[src/rtl/fsroc_pkg.sv]
// package: constants and carriers of the suspend/resume and otp controller
package fsroc_pkg;
  // timing
  localparam int CLK_PERIOD_PS = 4000;
  localparam int OTP_PROGRAM_TIME_NS = 200000;
  localparam int OTP_PROGRAM_CYCLES =
    (OTP_PROGRAM_TIME_NS * 1000 + CLK_PERIOD_PS - 1) / CLK_PERIOD_PS;
  localparam int SUSPEND_LATENCY_NS = 7000;
  localparam int SUSPEND_LATENCY_CYCLES =
    (SUSPEND_LATENCY_NS * 1000 + CLK_PERIOD_PS - 1) / CLK_PERIOD_PS;
  localparam int OTP_DUMMY_BITS = 8;

  // otp area
  localparam int OTP_BYTES = 65;
  localparam logic [6:0] OTP_LAST = 7'h40;
  localparam logic [6:0] OTP_PAST = 7'h41;
  localparam logic [7:0] OTP_ERASED = 8'hff;
  localparam int OTP_LOCK_BIT = 0;

  // serial frame bit counts
  localparam logic [9:0] CNT_OPCODE = 10'h008;
  localparam logic [9:0] CNT_BYTE1 = 10'h010;
  localparam logic [9:0] CNT_ADDR = 10'h020;
  localparam logic [9:0] CNT_DATA = 10'h028;
  localparam logic [9:0] CNT_MAX = 10'h3ff;

  // status and flag status bit positions
  localparam int SR_WIP = 0;
  localparam int SR_WEL = 1;
  localparam int FSR_PROT = 1;
  localparam int FSR_PSUS = 2;
  localparam int FSR_PGM_ERR = 4;
  localparam int FSR_ERS_ERR = 5;
  localparam int FSR_ESUS = 6;
  localparam int FSR_READY = 7;
  localparam logic [7:0] FSR_RESET = 8'h80;

  // opcodes
  localparam logic [7:0] OP_WREN = 8'h06;
  localparam logic [7:0] OP_WRDI = 8'h04;
  localparam logic [7:0] OP_READ = 8'h03;
  localparam logic [7:0] OP_RDSR = 8'h05;
  localparam logic [7:0] OP_RDFSR = 8'h70;
  localparam logic [7:0] OP_CLFSR = 8'h50;
  localparam logic [7:0] OP_WRSR = 8'h01;
  localparam logic [7:0] OP_WRNVCR = 8'hb1;
  localparam logic [7:0] OP_WRVCR = 8'h81;
  localparam logic [7:0] OP_WREVCR = 8'h61;
  localparam logic [7:0] OP_WRLOCK = 8'he5;
  localparam logic [7:0] OP_PROG = 8'h02;
  localparam logic [7:0] OP_SSE = 8'h20;
  localparam logic [7:0] OP_SE = 8'hd8;
  localparam logic [7:0] OP_BE = 8'hc7;
  localparam logic [7:0] OP_SUSP = 8'h75;
  localparam logic [7:0] OP_RESUME = 8'h7a;
  localparam logic [7:0] OP_OTP_RD = 8'h4b;
  localparam logic [7:0] OP_OTP_PGM = 8'h42;

  typedef enum logic [2:0] {
    ST_IDLE = 3'b000,
    ST_BUSY = 3'b001,
    ST_PSUS = 3'b010,
    ST_ESUS = 3'b011,
    ST_OTPW = 3'b100
  } fsroc_state_t;

  typedef enum logic [1:0] {
    ARR_PROG = 2'b00,
    ARR_SSE = 2'b01,
    ARR_SE = 2'b10,
    ARR_BE = 2'b11
  } fsroc_arr_kind_t;

  typedef struct packed {
    logic go;
    fsroc_arr_kind_t kind;
    logic [23:0] addr;
  } fsroc_arr_cmd_t;

  typedef struct packed {
    logic valid;
    logic [7:0] opcode;
    logic [7:0] data;
  } fsroc_reg_wr_t;

  typedef struct packed {
    logic valid;
    logic unsure;
    logic [23:0] addr;
  } fsroc_rd_req_t;
endpackage

[src/rtl/fsroc_ctrl.sv]
// module: command-state, suspend/resume and otp logic of a serial nor flash
//
// Contract
// erase resume skips lock re-check
// program-suspend reads allowed, suspended page unsure
// program-suspend: only volatile config writes
// one nesting level, resumes in reverse
// one state; standby accepts all but suspend and resume
// suspend only while program or erase busy
// status and flag reads in every state
// erase-suspend programs other sectors, not otp
// reads of suspended-erase sector accepted, unsure
// sector erases only in standby
// status, nonvolatile, otp program, bulk: standby
// enable, disable, clear, lock, volatile: not busy
// host frames resume with chip select
// resume sets busy, clears ready flag
// resume ignored when nothing suspended
// host sends otp read address, dummies
// otp read shifts on falls, address increments
// otp read address sticks at last byte
// chip select high ends read, output off
// otp program ignored without write enable
// host frames otp program bytes
// at most 65 bytes latched, rest dropped
// self-timed otp program holds busy
// control bit zero locks otp area
// otp end clears enable; timeout flags failure
// suspend flags, ready after latency
// two-entry record of suspended operations
`timescale 1ns/1ps
`default_nettype none
module fsroc_ctrl #(
  parameter int OTP_PROG_CYCLES = fsroc_pkg::OTP_PROGRAM_CYCLES,
  parameter int SUSP_CYCLES = fsroc_pkg::SUSPEND_LATENCY_CYCLES,
  parameter int OTP_DUMMY = fsroc_pkg::OTP_DUMMY_BITS
) (
  input wire logic clk,
  input wire logic rst_n,
  input wire logic serial_clock,
  input wire logic chip_select_n,
  input wire logic serial_in_line,
  output logic serial_out_line,
  output logic serial_out_oe,
  input wire logic array_done,
  input wire logic array_fail,
  input wire logic otp_timeout,
  output var fsroc_pkg::fsroc_arr_cmd_t array_cmd,
  output logic array_suspend,
  output logic array_resume,
  output logic array_resume_erase,
  output var fsroc_pkg::fsroc_reg_wr_t reg_write,
  output var fsroc_pkg::fsroc_rd_req_t read_req,
  output logic [7:0] status_reg,
  output logic [7:0] flag_status,
  output logic [2:0] dev_state
);
  localparam int TMAX = (OTP_PROG_CYCLES > SUSP_CYCLES) ? OTP_PROG_CYCLES : SUSP_CYCLES;
  localparam int TW = $clog2(TMAX + 1);
  localparam logic [TW-1:0] OTP_LOAD = TW'(OTP_PROG_CYCLES - 1);
  localparam logic [TW-1:0] SUSP_LOAD = TW'(SUSP_CYCLES - 1);
  localparam logic [9:0] RD_START = 10'(32 + OTP_DUMMY);

  ////////////////////////////////////////////////////////////////////////////
  // link synchronisers and edge detect
  logic [2:0] sck_p;
  logic [2:0] cs_p;
  logic [1:0] si_p;

  always_ff @(posedge clk) begin
    if (!rst_n) begin
      sck_p <= 3'b000;
      cs_p <= 3'b111;
      si_p <= 2'b00;
    end else begin
      sck_p <= {sck_p[1:0], serial_clock};
      cs_p <= {cs_p[1:0], chip_select_n};
      si_p <= {si_p[0], serial_in_line};
    end
  end

  wire sck_rise = sck_p[1] & ~sck_p[2];
  wire sck_fall = ~sck_p[1] & sck_p[2];
  wire cs_low = ~cs_p[1];
  wire cs_rise = cs_p[1] & ~cs_p[2];
  wire si_s = si_p[1];

  ////////////////////////////////////////////////////////////////////////////
  // serial input framing
  logic [31:0] sreg;
  logic [9:0] cnt;
  logic [7:0] op;
  logic [7:0] dat;
  logic [23:0] addr;

  wire [31:0] next_sreg = {sreg[30:0], si_s};
  wire [9:0] next_cnt = (cnt == fsroc_pkg::CNT_MAX) ? cnt : cnt + 10'd1;

  always_ff @(posedge clk) begin
    if (!rst_n) begin
      sreg <= 32'h0000_0000;
      cnt <= 10'h000;
      op <= 8'h00;
      dat <= 8'h00;
      addr <= 24'h00_0000;
    end else if (!cs_low) begin
      cnt <= 10'h000;
      op <= 8'h00;
    end else if (sck_rise) begin
      sreg <= next_sreg;
      cnt <= next_cnt;
      if (next_cnt == fsroc_pkg::CNT_OPCODE) begin
        op <= next_sreg[7:0];
      end
      if (next_cnt == fsroc_pkg::CNT_BYTE1) begin
        dat <= next_sreg[7:0];
      end
      if (next_cnt == fsroc_pkg::CNT_ADDR) begin
        addr <= next_sreg[23:0];
      end
    end
  end

  ////////////////////////////////////////////////////////////////////////////
  // state, records and command acceptance
  fsroc_pkg::fsroc_state_t st;
  fsroc_pkg::fsroc_arr_kind_t erase_kind;
  logic busy_erase;
  logic susp_pend;
  logic erase_held;
  logic prog_held;
  logic [23:0] erase_addr;
  logic [15:0] prog_page;
  logic [TW-1:0] timer;
  logic wel;
  logic fsr_prot;
  logic fsr_pgm;
  logic fsr_ers;
  logic flag_psus;
  logic flag_esus;
  logic ready;
  logic [7:0] otp_mem [0:fsroc_pkg::OTP_BYTES-1];

  wire s_idle = (st == fsroc_pkg::ST_IDLE);
  wire s_busy = (st == fsroc_pkg::ST_BUSY);
  wire s_psus = (st == fsroc_pkg::ST_PSUS);
  wire s_esus = (st == fsroc_pkg::ST_ESUS);
  wire s_otpw = (st == fsroc_pkg::ST_OTPW);

  wire frame_ok = cs_rise & (cnt[2:0] == 3'd0);
  wire len0 = (cnt == fsroc_pkg::CNT_OPCODE);
  wire len1 = (cnt >= fsroc_pkg::CNT_BYTE1);
  wire len3 = (cnt == fsroc_pkg::CNT_ADDR);
  wire len4 = (cnt >= fsroc_pkg::CNT_DATA);

  wire ok_std = s_idle | s_psus | s_esus;
  wire ok_lock = s_idle | s_esus;
  wire ok_read = s_idle | s_psus | s_esus;
  wire sector_hit = erase_held & ((addr[23:16] == erase_addr[23:16]) |
                    (erase_kind == fsroc_pkg::ARR_BE));
  wire ok_prog = s_idle | (s_esus & ~sector_hit);

  wire c_wren = frame_ok & (op == fsroc_pkg::OP_WREN) & len0 & ok_std;
  wire c_wrdi = frame_ok & (op == fsroc_pkg::OP_WRDI) & len0 & ok_std;
  wire c_clfsr = frame_ok & (op == fsroc_pkg::OP_CLFSR) & len0 & ok_std;
  wire c_pp_any = frame_ok & (op == fsroc_pkg::OP_PROG) & len4 & wel;
  wire c_pp = c_pp_any & ok_prog;
  wire c_pp_hit = c_pp_any & s_esus & sector_hit;
  wire c_sse = frame_ok & (op == fsroc_pkg::OP_SSE) & len3 & wel & s_idle;
  wire c_se = frame_ok & (op == fsroc_pkg::OP_SE) & len3 & wel & s_idle;
  wire c_be = frame_ok & (op == fsroc_pkg::OP_BE) & len0 & wel & s_idle;
  wire c_susp = frame_ok & (op == fsroc_pkg::OP_SUSP) & len0 & s_busy & ~susp_pend;
  wire c_res = frame_ok & (op == fsroc_pkg::OP_RESUME) & len0 & (s_psus | s_esus);
  wire c_potp = frame_ok & (op == fsroc_pkg::OP_OTP_PGM) & len4 & wel & s_idle;
  wire otp_locked = ~otp_mem[fsroc_pkg::OTP_BYTES-1][fsroc_pkg::OTP_LOCK_BIT];
  wire potp_go = c_potp & ~otp_locked;
  wire potp_lock = c_potp & otp_locked;
  wire wr_nv = ((op == fsroc_pkg::OP_WRSR) | (op == fsroc_pkg::OP_WRNVCR)) & s_idle;
  wire wr_vol = ((op == fsroc_pkg::OP_WRVCR) | (op == fsroc_pkg::OP_WREVCR)) & ok_std;
  wire wr_lock = (op == fsroc_pkg::OP_WRLOCK) & ok_lock;
  wire c_regw = frame_ok & len1 & wel & (wr_nv | wr_vol | wr_lock);

  wire arr_start = c_pp | c_sse | c_se | c_be;
  wire timer_zero = (timer == '0);
  wire op_end = s_busy & array_done;
  wire susp_done = s_busy & susp_pend & timer_zero & ~array_done;
  wire otp_end = s_otpw & (timer_zero | otp_timeout);
  wire otp_commit = s_otpw & timer_zero & ~otp_timeout;

  fsroc_pkg::fsroc_arr_kind_t arr_kind;
  assign arr_kind = c_pp ? fsroc_pkg::ARR_PROG :
                    c_sse ? fsroc_pkg::ARR_SSE :
                    c_se ? fsroc_pkg::ARR_SE : fsroc_pkg::ARR_BE;

  always_ff @(posedge clk) begin
    if (!rst_n) begin
      st <= fsroc_pkg::ST_IDLE;
      busy_erase <= 1'b0;
      susp_pend <= 1'b0;
      erase_held <= 1'b0;
      prog_held <= 1'b0;
      timer <= '0;
    end else begin
      case (st)
        fsroc_pkg::ST_IDLE: begin
          if (arr_start) begin
            st <= fsroc_pkg::ST_BUSY;
            busy_erase <= ~c_pp;
          end else if (potp_go) begin
            st <= fsroc_pkg::ST_OTPW;
            timer <= OTP_LOAD;
          end
        end
        fsroc_pkg::ST_BUSY: begin
          if (array_done) begin
            st <= (erase_held & ~busy_erase) ? fsroc_pkg::ST_ESUS : fsroc_pkg::ST_IDLE;
            susp_pend <= 1'b0;
          end else if (c_susp) begin
            susp_pend <= 1'b1;
            timer <= SUSP_LOAD;
          end else if (susp_done) begin
            susp_pend <= 1'b0;
            st <= busy_erase ? fsroc_pkg::ST_ESUS : fsroc_pkg::ST_PSUS;
            erase_held <= erase_held | busy_erase;
            prog_held <= ~busy_erase;
          end else if (susp_pend) begin
            timer <= timer - TW'(1);
          end
        end
        fsroc_pkg::ST_PSUS: begin
          if (c_res) begin
            st <= fsroc_pkg::ST_BUSY;
            busy_erase <= 1'b0;
            prog_held <= 1'b0;
          end
        end
        fsroc_pkg::ST_ESUS: begin
          if (c_pp) begin
            st <= fsroc_pkg::ST_BUSY;
            busy_erase <= 1'b0;
          end else if (c_res) begin
            st <= fsroc_pkg::ST_BUSY;
            busy_erase <= 1'b1;
            erase_held <= 1'b0;
          end
        end
        fsroc_pkg::ST_OTPW: begin
          if (otp_end) begin
            st <= fsroc_pkg::ST_IDLE;
          end else begin
            timer <= timer - TW'(1);
          end
        end
        default: begin
          st <= fsroc_pkg::ST_IDLE;
        end
      endcase
    end
  end

  // addresses of the operations that may be suspended
  always_ff @(posedge clk) begin
    if (!rst_n) begin
      erase_addr <= 24'h00_0000;
      erase_kind <= fsroc_pkg::ARR_SE;
      prog_page <= 16'h0000;
    end else if (c_pp) begin
      prog_page <= addr[23:8];
    end else if (arr_start) begin
      erase_addr <= addr;
      erase_kind <= arr_kind;
    end
  end

  ////////////////////////////////////////////////////////////////////////////
  // write enable latch and flag status bits; a set beats a clear
  wire wel_clr = arr_start | c_regw | c_wrdi | otp_end;
  wire set_prot = potp_lock;
  wire set_pgm = potp_lock | c_pp_hit | (op_end & array_fail & ~busy_erase) |
                 (otp_end & otp_timeout);
  wire set_ers = op_end & array_fail & busy_erase;

  always_ff @(posedge clk) begin
    if (!rst_n) begin
      wel <= 1'b0;
      fsr_prot <= 1'b0;
      fsr_pgm <= 1'b0;
      fsr_ers <= 1'b0;
      flag_psus <= 1'b0;
      flag_esus <= 1'b0;
      ready <= fsroc_pkg::FSR_RESET[fsroc_pkg::FSR_READY];
    end else begin
      wel <= c_wren | (wel & ~wel_clr);
      fsr_prot <= set_prot | (fsr_prot & ~c_clfsr);
      fsr_pgm <= set_pgm | (fsr_pgm & ~c_clfsr);
      fsr_ers <= set_ers | (fsr_ers & ~c_clfsr);
      flag_psus <= (c_susp & ~busy_erase) |
                   (flag_psus & ~(op_end & ~busy_erase) & ~(c_res & s_psus));
      flag_esus <= (c_susp & busy_erase) |
                   (flag_esus & ~(op_end & busy_erase) & ~(c_res & s_esus));
      if (susp_done | op_end | otp_end) begin
        ready <= 1'b1;
      end else if (arr_start | c_res | potp_go) begin
        ready <= 1'b0;
      end
    end
  end

  logic [7:0] sr_w;
  logic [7:0] fsr_w;
  always_comb begin
    sr_w = 8'h00;
    sr_w[fsroc_pkg::SR_WIP] = s_busy | s_otpw;
    sr_w[fsroc_pkg::SR_WEL] = wel;
    fsr_w = 8'h00;
    fsr_w[fsroc_pkg::FSR_PROT] = fsr_prot;
    fsr_w[fsroc_pkg::FSR_PSUS] = flag_psus;
    fsr_w[fsroc_pkg::FSR_PGM_ERR] = fsr_pgm;
    fsr_w[fsroc_pkg::FSR_ERS_ERR] = fsr_ers;
    fsr_w[fsroc_pkg::FSR_ESUS] = flag_esus;
    fsr_w[fsroc_pkg::FSR_READY] = ready;
  end

  ////////////////////////////////////////////////////////////////////////////
  // otp area, program buffer and write pointer
  logic [6:0] wr_ptr;
  logic [7:0] pbuf [0:fsroc_pkg::OTP_BYTES-1];
  logic [fsroc_pkg::OTP_BYTES-1:0] pmask;

  wire otp_addr_in = (next_sreg[23:7] == 17'h0_0000) & (next_sreg[6:0] <= fsroc_pkg::OTP_LAST);
  wire potp_frame = cs_low & sck_rise & (op == fsroc_pkg::OP_OTP_PGM) & ~s_otpw;
  wire buf_clr = potp_frame & (next_cnt == fsroc_pkg::CNT_ADDR);
  wire byte_in = potp_frame & (next_cnt >= fsroc_pkg::CNT_DATA) & (next_cnt[2:0] == 3'd0);

  always_ff @(posedge clk) begin
    if (!rst_n) begin
      wr_ptr <= fsroc_pkg::OTP_PAST;
    end else if (buf_clr) begin
      wr_ptr <= otp_addr_in ? next_sreg[6:0] : fsroc_pkg::OTP_PAST;
    end else if (byte_in && wr_ptr != fsroc_pkg::OTP_PAST) begin
      wr_ptr <= wr_ptr + 7'd1;
    end
  end

  genvar gi;
  generate
    for (gi = 0; gi < fsroc_pkg::OTP_BYTES; gi++) begin : g_otp
      always_ff @(posedge clk) begin
        if (!rst_n) begin
          pmask[gi] <= 1'b0;
          pbuf[gi] <= fsroc_pkg::OTP_ERASED;
          otp_mem[gi] <= fsroc_pkg::OTP_ERASED;
        end else begin
          if (otp_commit && pmask[gi]) begin
            otp_mem[gi] <= otp_mem[gi] & pbuf[gi];
          end
          if (buf_clr) begin
            pmask[gi] <= 1'b0;
          end else if (byte_in && wr_ptr == 7'(gi)) begin
            pbuf[gi] <= next_sreg[7:0];
            pmask[gi] <= 1'b1;
          end
        end
      end
    end
  endgenerate

  ////////////////////////////////////////////////////////////////////////////
  // serial output: status, flag status and otp read data
  logic [6:0] rd_ptr;
  logic [7:0] out_sh;
  logic [2:0] obit;

  wire is_otp_rd = (op == fsroc_pkg::OP_OTP_RD);
  wire is_st_rd = (op == fsroc_pkg::OP_RDSR) | (op == fsroc_pkg::OP_RDFSR);
  wire out_on = cs_low & ((is_otp_rd & ok_read & (cnt >= RD_START)) |
                (is_st_rd & (cnt >= fsroc_pkg::CNT_OPCODE)));
  wire [7:0] byte_sel = is_otp_rd ? otp_mem[rd_ptr] :
                        (op == fsroc_pkg::OP_RDFSR) ? fsr_w : sr_w;
  wire [6:0] rd_next = (rd_ptr == fsroc_pkg::OTP_LAST) ? fsroc_pkg::OTP_LAST : rd_ptr + 7'd1;

  always_ff @(posedge clk) begin
    if (!rst_n) begin
      rd_ptr <= 7'h00;
      out_sh <= 8'h00;
      obit <= 3'd0;
      serial_out_line <= 1'b0;
      serial_out_oe <= 1'b0;
    end else if (!cs_low) begin
      obit <= 3'd0;
      serial_out_oe <= 1'b0;
    end else begin
      if (sck_rise && next_cnt == fsroc_pkg::CNT_ADDR) begin
        rd_ptr <= otp_addr_in ? next_sreg[6:0] : fsroc_pkg::OTP_LAST;
      end
      if (sck_fall && out_on) begin
        serial_out_oe <= 1'b1;
        obit <= obit + 3'd1;
        if (obit == 3'd0) begin
          serial_out_line <= byte_sel[7];
          out_sh <= {byte_sel[6:0], 1'b0};
          if (is_otp_rd) begin
            rd_ptr <= rd_next;
          end
        end else begin
          serial_out_line <= out_sh[7];
          out_sh <= {out_sh[6:0], 1'b0};
        end
      end
    end
  end

  ////////////////////////////////////////////////////////////////////////////
  // registered outputs
  wire rd_go = cs_low & sck_rise & (next_cnt == fsroc_pkg::CNT_ADDR) &
               (op == fsroc_pkg::OP_READ) & ok_read;
  wire rd_unsure = (prog_held & (next_sreg[23:8] == prog_page)) |
                   (erase_held & ((next_sreg[23:16] == erase_addr[23:16]) |
                   (erase_kind == fsroc_pkg::ARR_BE)));

  always_ff @(posedge clk) begin
    if (!rst_n) begin
      array_cmd <= '0;
      array_suspend <= 1'b0;
      array_resume <= 1'b0;
      array_resume_erase <= 1'b0;
      reg_write <= '0;
      read_req <= '0;
      status_reg <= 8'h00;
      flag_status <= fsroc_pkg::FSR_RESET;
      dev_state <= fsroc_pkg::ST_IDLE;
    end else begin
      array_cmd.go <= arr_start;
      array_cmd.kind <= arr_kind;
      array_cmd.addr <= addr;
      array_suspend <= c_susp;
      array_resume <= c_res;
      array_resume_erase <= c_res & s_esus;
      reg_write.valid <= c_regw;
      reg_write.opcode <= op;
      reg_write.data <= dat;
      read_req.valid <= rd_go;
      read_req.unsure <= rd_unsure;
      read_req.addr <= next_sreg[23:0];
      status_reg <= sr_w;
      flag_status <= fsr_w;
      dev_state <= st;
    end
  end
endmodule
`default_nettype wire

[config.mk]
export PLATFORM = sky130hd
export DESIGN_NAME = fsroc_ctrl
export DESIGN_NICKNAME = d
export VERILOG_FILES = /design/src/rtl/fsroc_pkg.sv /design/src/rtl/fsroc_ctrl.sv
export SDC_FILE = /design/constraint.sdc
export NUM_CORES = 2
export LEC_CHECK = 0
export ABC_CLOCK_PERIOD_IN_PS = 3440
export BUFFER_PORTS_ARGS = -buffer_cell sky130_fd_sc_hd__buf_4
export CORE_UTILIZATION = 30
export CTS_CLUSTER_SIZE = 25
export DETAILED_ROUTE_END_ITERATION = 12
export HOLD_SLACK_MARGIN = 0.02
export PLACE_DENSITY = 0.52
export RECOVER_POWER = 50
export SLEW_MARGIN = 25
export SYNTH_ARGS = -nofsm -noshare
export SYNTH_HDL_FRONTEND = slang
export SYNTH_SLANG_ARGS = --single-unit
[constraint.sdc]
create_clock -name clk -period 3.44 [get_ports clk]
set_input_delay 0.688 -clock clk [delete_from_list [all_inputs] [get_ports clk]]
set_output_delay 0.688 -clock clk [all_outputs]
set_load 0.01 [all_outputs]
==> results.py <==
metrics = {
    "power_and_ir_drop": {
        "p_leak_nw": 19.74,
        "power_density_nw_per_um2": 531.8,
        "vdd_ir_drop_max_mv": 0.5223,
    },
    "floorplan": {
        "die_h_um": 438.7,
        "rows": 159,
        "die-area_um2": 192500,
        "die_w_um": 438.7,
        "start_util": 0.3034,
        "io_pins": 102,
        "core_um2": 188600,
    },
    "clock_tree": {
        "clk_path_buf_depth": 3,
        "cts_tree": "done",
        "cts.clk_slew.worst_paths_ns": 0.06,
        "numClockSinks": 1359,
        "postCtsSetupRepairBufs": 0,
        "postCtsHoldBufs": 0,
        "clock_latency_ns": 0.83,
        "h-tree-depth": 4,
        "numCtsBuffers": 151,
        "root_buffer": "clkbuf_16",
        "cts_resized": 0,
    },
    "placement": {
        "portBuffers": 93,
        "dp_hpwl_mm": 113.5,
        "place_congestion": 0.8634,
    },
    "synth": {
        "ys_warn_count": 0,
        "async_flop_share": 0,
        "ys_seq_area_frac": 0.6574,
        "syn_area_per_cell_um2": 13.05,
        "synthFlopType": "edfxtp_1",
        "synth-edff-count": 1040,
        "ys_seq_elements": 1359,
        "synth_area_um2": 57220,
        "synthCells": 4386,
        "synth_cell_types": 94,
    },
    "finish": {
        "fillCellCount": 18494,
        "final_cell_mix": "edfxtp_1, nand2_1, a21o_1",
        "syn_to_final_growth_pct": 15.53,
        "final_nets": 4553,
        "final_common_cell": "edfxtp_1",
        "layout-drive-gt1-share": 0.1364,
        "top_regs": "otp_mem (520), pbuf (520), pmask (65)",
        "fin_util": 0.3505,
    },
    "grt": {
        "grt_pass1_wl_mm": 252.1,
        "grt_pass1_vias": 36401,
        "gr-total-overflow": 0,
        "grt.total_usage": 0.1766,
        "antenna_found_initial": 10,
        "grt_max_degree": 130,
    },
    "sta": {
        "rsz0062_at_grt": "false",
        "finalHoldViolCount": 0,
        "tightest_slew_ns": 2.180,
        "tns_ns": 0,
        "fmax_mhz": 306.5,
        "fin_worst_skew_ns": 0.04477,
        "setup_viol": 0,
        "final_max_slew_viol_count": 284,
        "slew_headroom": -0.4534,
        "finalCritPeriodShare": 0.9483,
        "min_period_ns": 3.262,
    },
    "routing": {
        "routed_via_density": 5.204,
        "drc": 0,
        "via_count": 37294,
        "routedWlPerCell_um": 24.01,
        "routed_wl_mm": 172.1,
        "firstDrtPassIters": 6,
        "drt_iter0_drc": 3871,
        "postRouteAntennaNets": 0,
    },
    "setup_path": {
        "rr_startpoint": "cnt[0]",
        "critPathMaxStageDelay_ns": 0.44,
        "crit_chain": "ha_1, xor2_1, or3_1, nor3_1, and3_1, buf_12, nand4_1, clkbuf_4, o21ai_0, clkbuf_2",
        "end_kind": "flip-flop",
        "slowest_stage": "dfxtp_1",
        "critPathLaunchType": "flip-flop",
        "startpoint": "cnt[0]",
        "crit_arrival_ns": 3.76,
        "critPathKind": "flip-flop to flip-flop",
        "crit_fanout": 29,
        "worst_ep_required_time_ns": 3.93,
    },
    "hold_path": {
        "min-delay-path-class": "input pin to flip-flop",
        "min-delay-start": "chip_select_n",
    },
    "run_status": {
        "status": "complete, but fails checks",
        "violations": "capacitance limit, slew limit",
    },
    "job": {
        "maxCapViolations": 4,
    },
}
==> report_power, final <==
part,total [W],switching [W],internal [W]
registers,0.0181,0.000248,0.0179
clock network,0.0162,0.00696,0.00924
logic,0.000828,0.000589,0.000239
==> final timing paths <==
check             cells after the start     endpoint  slack [ns]
setup / recovery                     10  pbuf[32][2]        0.18
hold / removal                        2      cs_p[0]        0.10
setup reg to reg                     10  pbuf[32][2]        0.18
hold reg to reg                       1      cs_p[1]        0.40
==> cell families after synthesis <==
group,after synthesis,synth area share
fa+ha+maj,11,0.002405
xor+xnor,46,0.007041
compound gates,957,0.1181
other cells,1,0.00006553
buf+inv,386,0.03079
simple gates,1469,0.1289
mux,157,0.05536
flops,1359,0.6574
==> layout make-up <==
class,count,area [µm²],area share
flip-flops and latches,1359,37640,0.5693
multi-input cells,2648,17850,0.2701
clock buffers,220,4252,0.06431
well taps,2495,3122,0.04722
repair buffers,325,2311,0.03496
clock inverters,62,728.2,0.01101
inverters,49,183.9,0.002782
diodes,8,20.02,0.0003028
==> through the flow <==
stage / setup slack, ns / std cells / power (W) / hold WS, ns / area (µm²)
5_1_grt: 0.01353 / 7158 / 0.03616 / 0.08869 / 66090
6_report: 0.1778 / 7166 / 0.03516 / 0.1015 / 66110
3_5_place_dp: 0.2302 / 6876 / 0.01931 / 0.3943 / 61740
4_1_cts: 0.2371 / 7158 / 0.03551 / 0.03732 / 66720
3_3_place_gp: 0.1506 / 6876 / 0.01930 / 0.3949 / 61730
2_1_floorplan: 0.3070 / 4393 / 0.01878 / 0.3863 / 57250
==> worst max-delay path: cells and delay by family, from the launching register on <==
family | cells | cell delay, ns
fa+ha+maj | 1 | 0.36
xor+xnor | 1 | 0.09
compound gates | 1 | 0.22
simple gates | 4 | 0.96
flops | 1 | 0.44
buf+inv | 3 | 0.83
==> synth_stat cells, drive strengths merged (9+ instances only) <==
master / number / area (µm²)
edfxtp: 1040 / 31230
nand2: 597 / 2243
a21o: 569 / 4272
or3: 348 / 2177
dfxtp: 319 / 6386
clkbuf: 197 / 739.5
nor2: 160 / 618.1
o21ai: 160 / 804.5
buf: 140 / 838.3
mux4: 127 / 2860
a21oi: 83 / 419.2
and2: 67 / 419.2
nand4: 67 / 419.2
nand3: 53 / 280.3
inv: 49 / 183.9
xnor2: 39 / 341.6
and3: 33 / 206.5
nor3: 33 / 186.4
mux2i: 24 / 240.2
a22oi: 23 / 172.7
a22o: 19 / 166.4
nor2b: 19 / 118.9
a31oi: 18 / 127.6
nor4: 17 / 118.9
nand2b: 16 / 100.1
or2: 14 / 87.59
ha: 11 / 137.6
nor3b: 10 / 75.07
o32ai: 9 / 105.1
==> routing by layer <==
metal,wire length [µm],GRT usage,vias up,part of all wire
met2,79280,0.2773,1298,0.46
met3,11100,0.02827,262,0.065
met4,5162,0.05946,0,0.030
met1,76510,0.2473,19043,0.44
met5,0,0,-,0
li1,-,-,16691,-
Note: power is estimated with default switching activity, not from simulation.
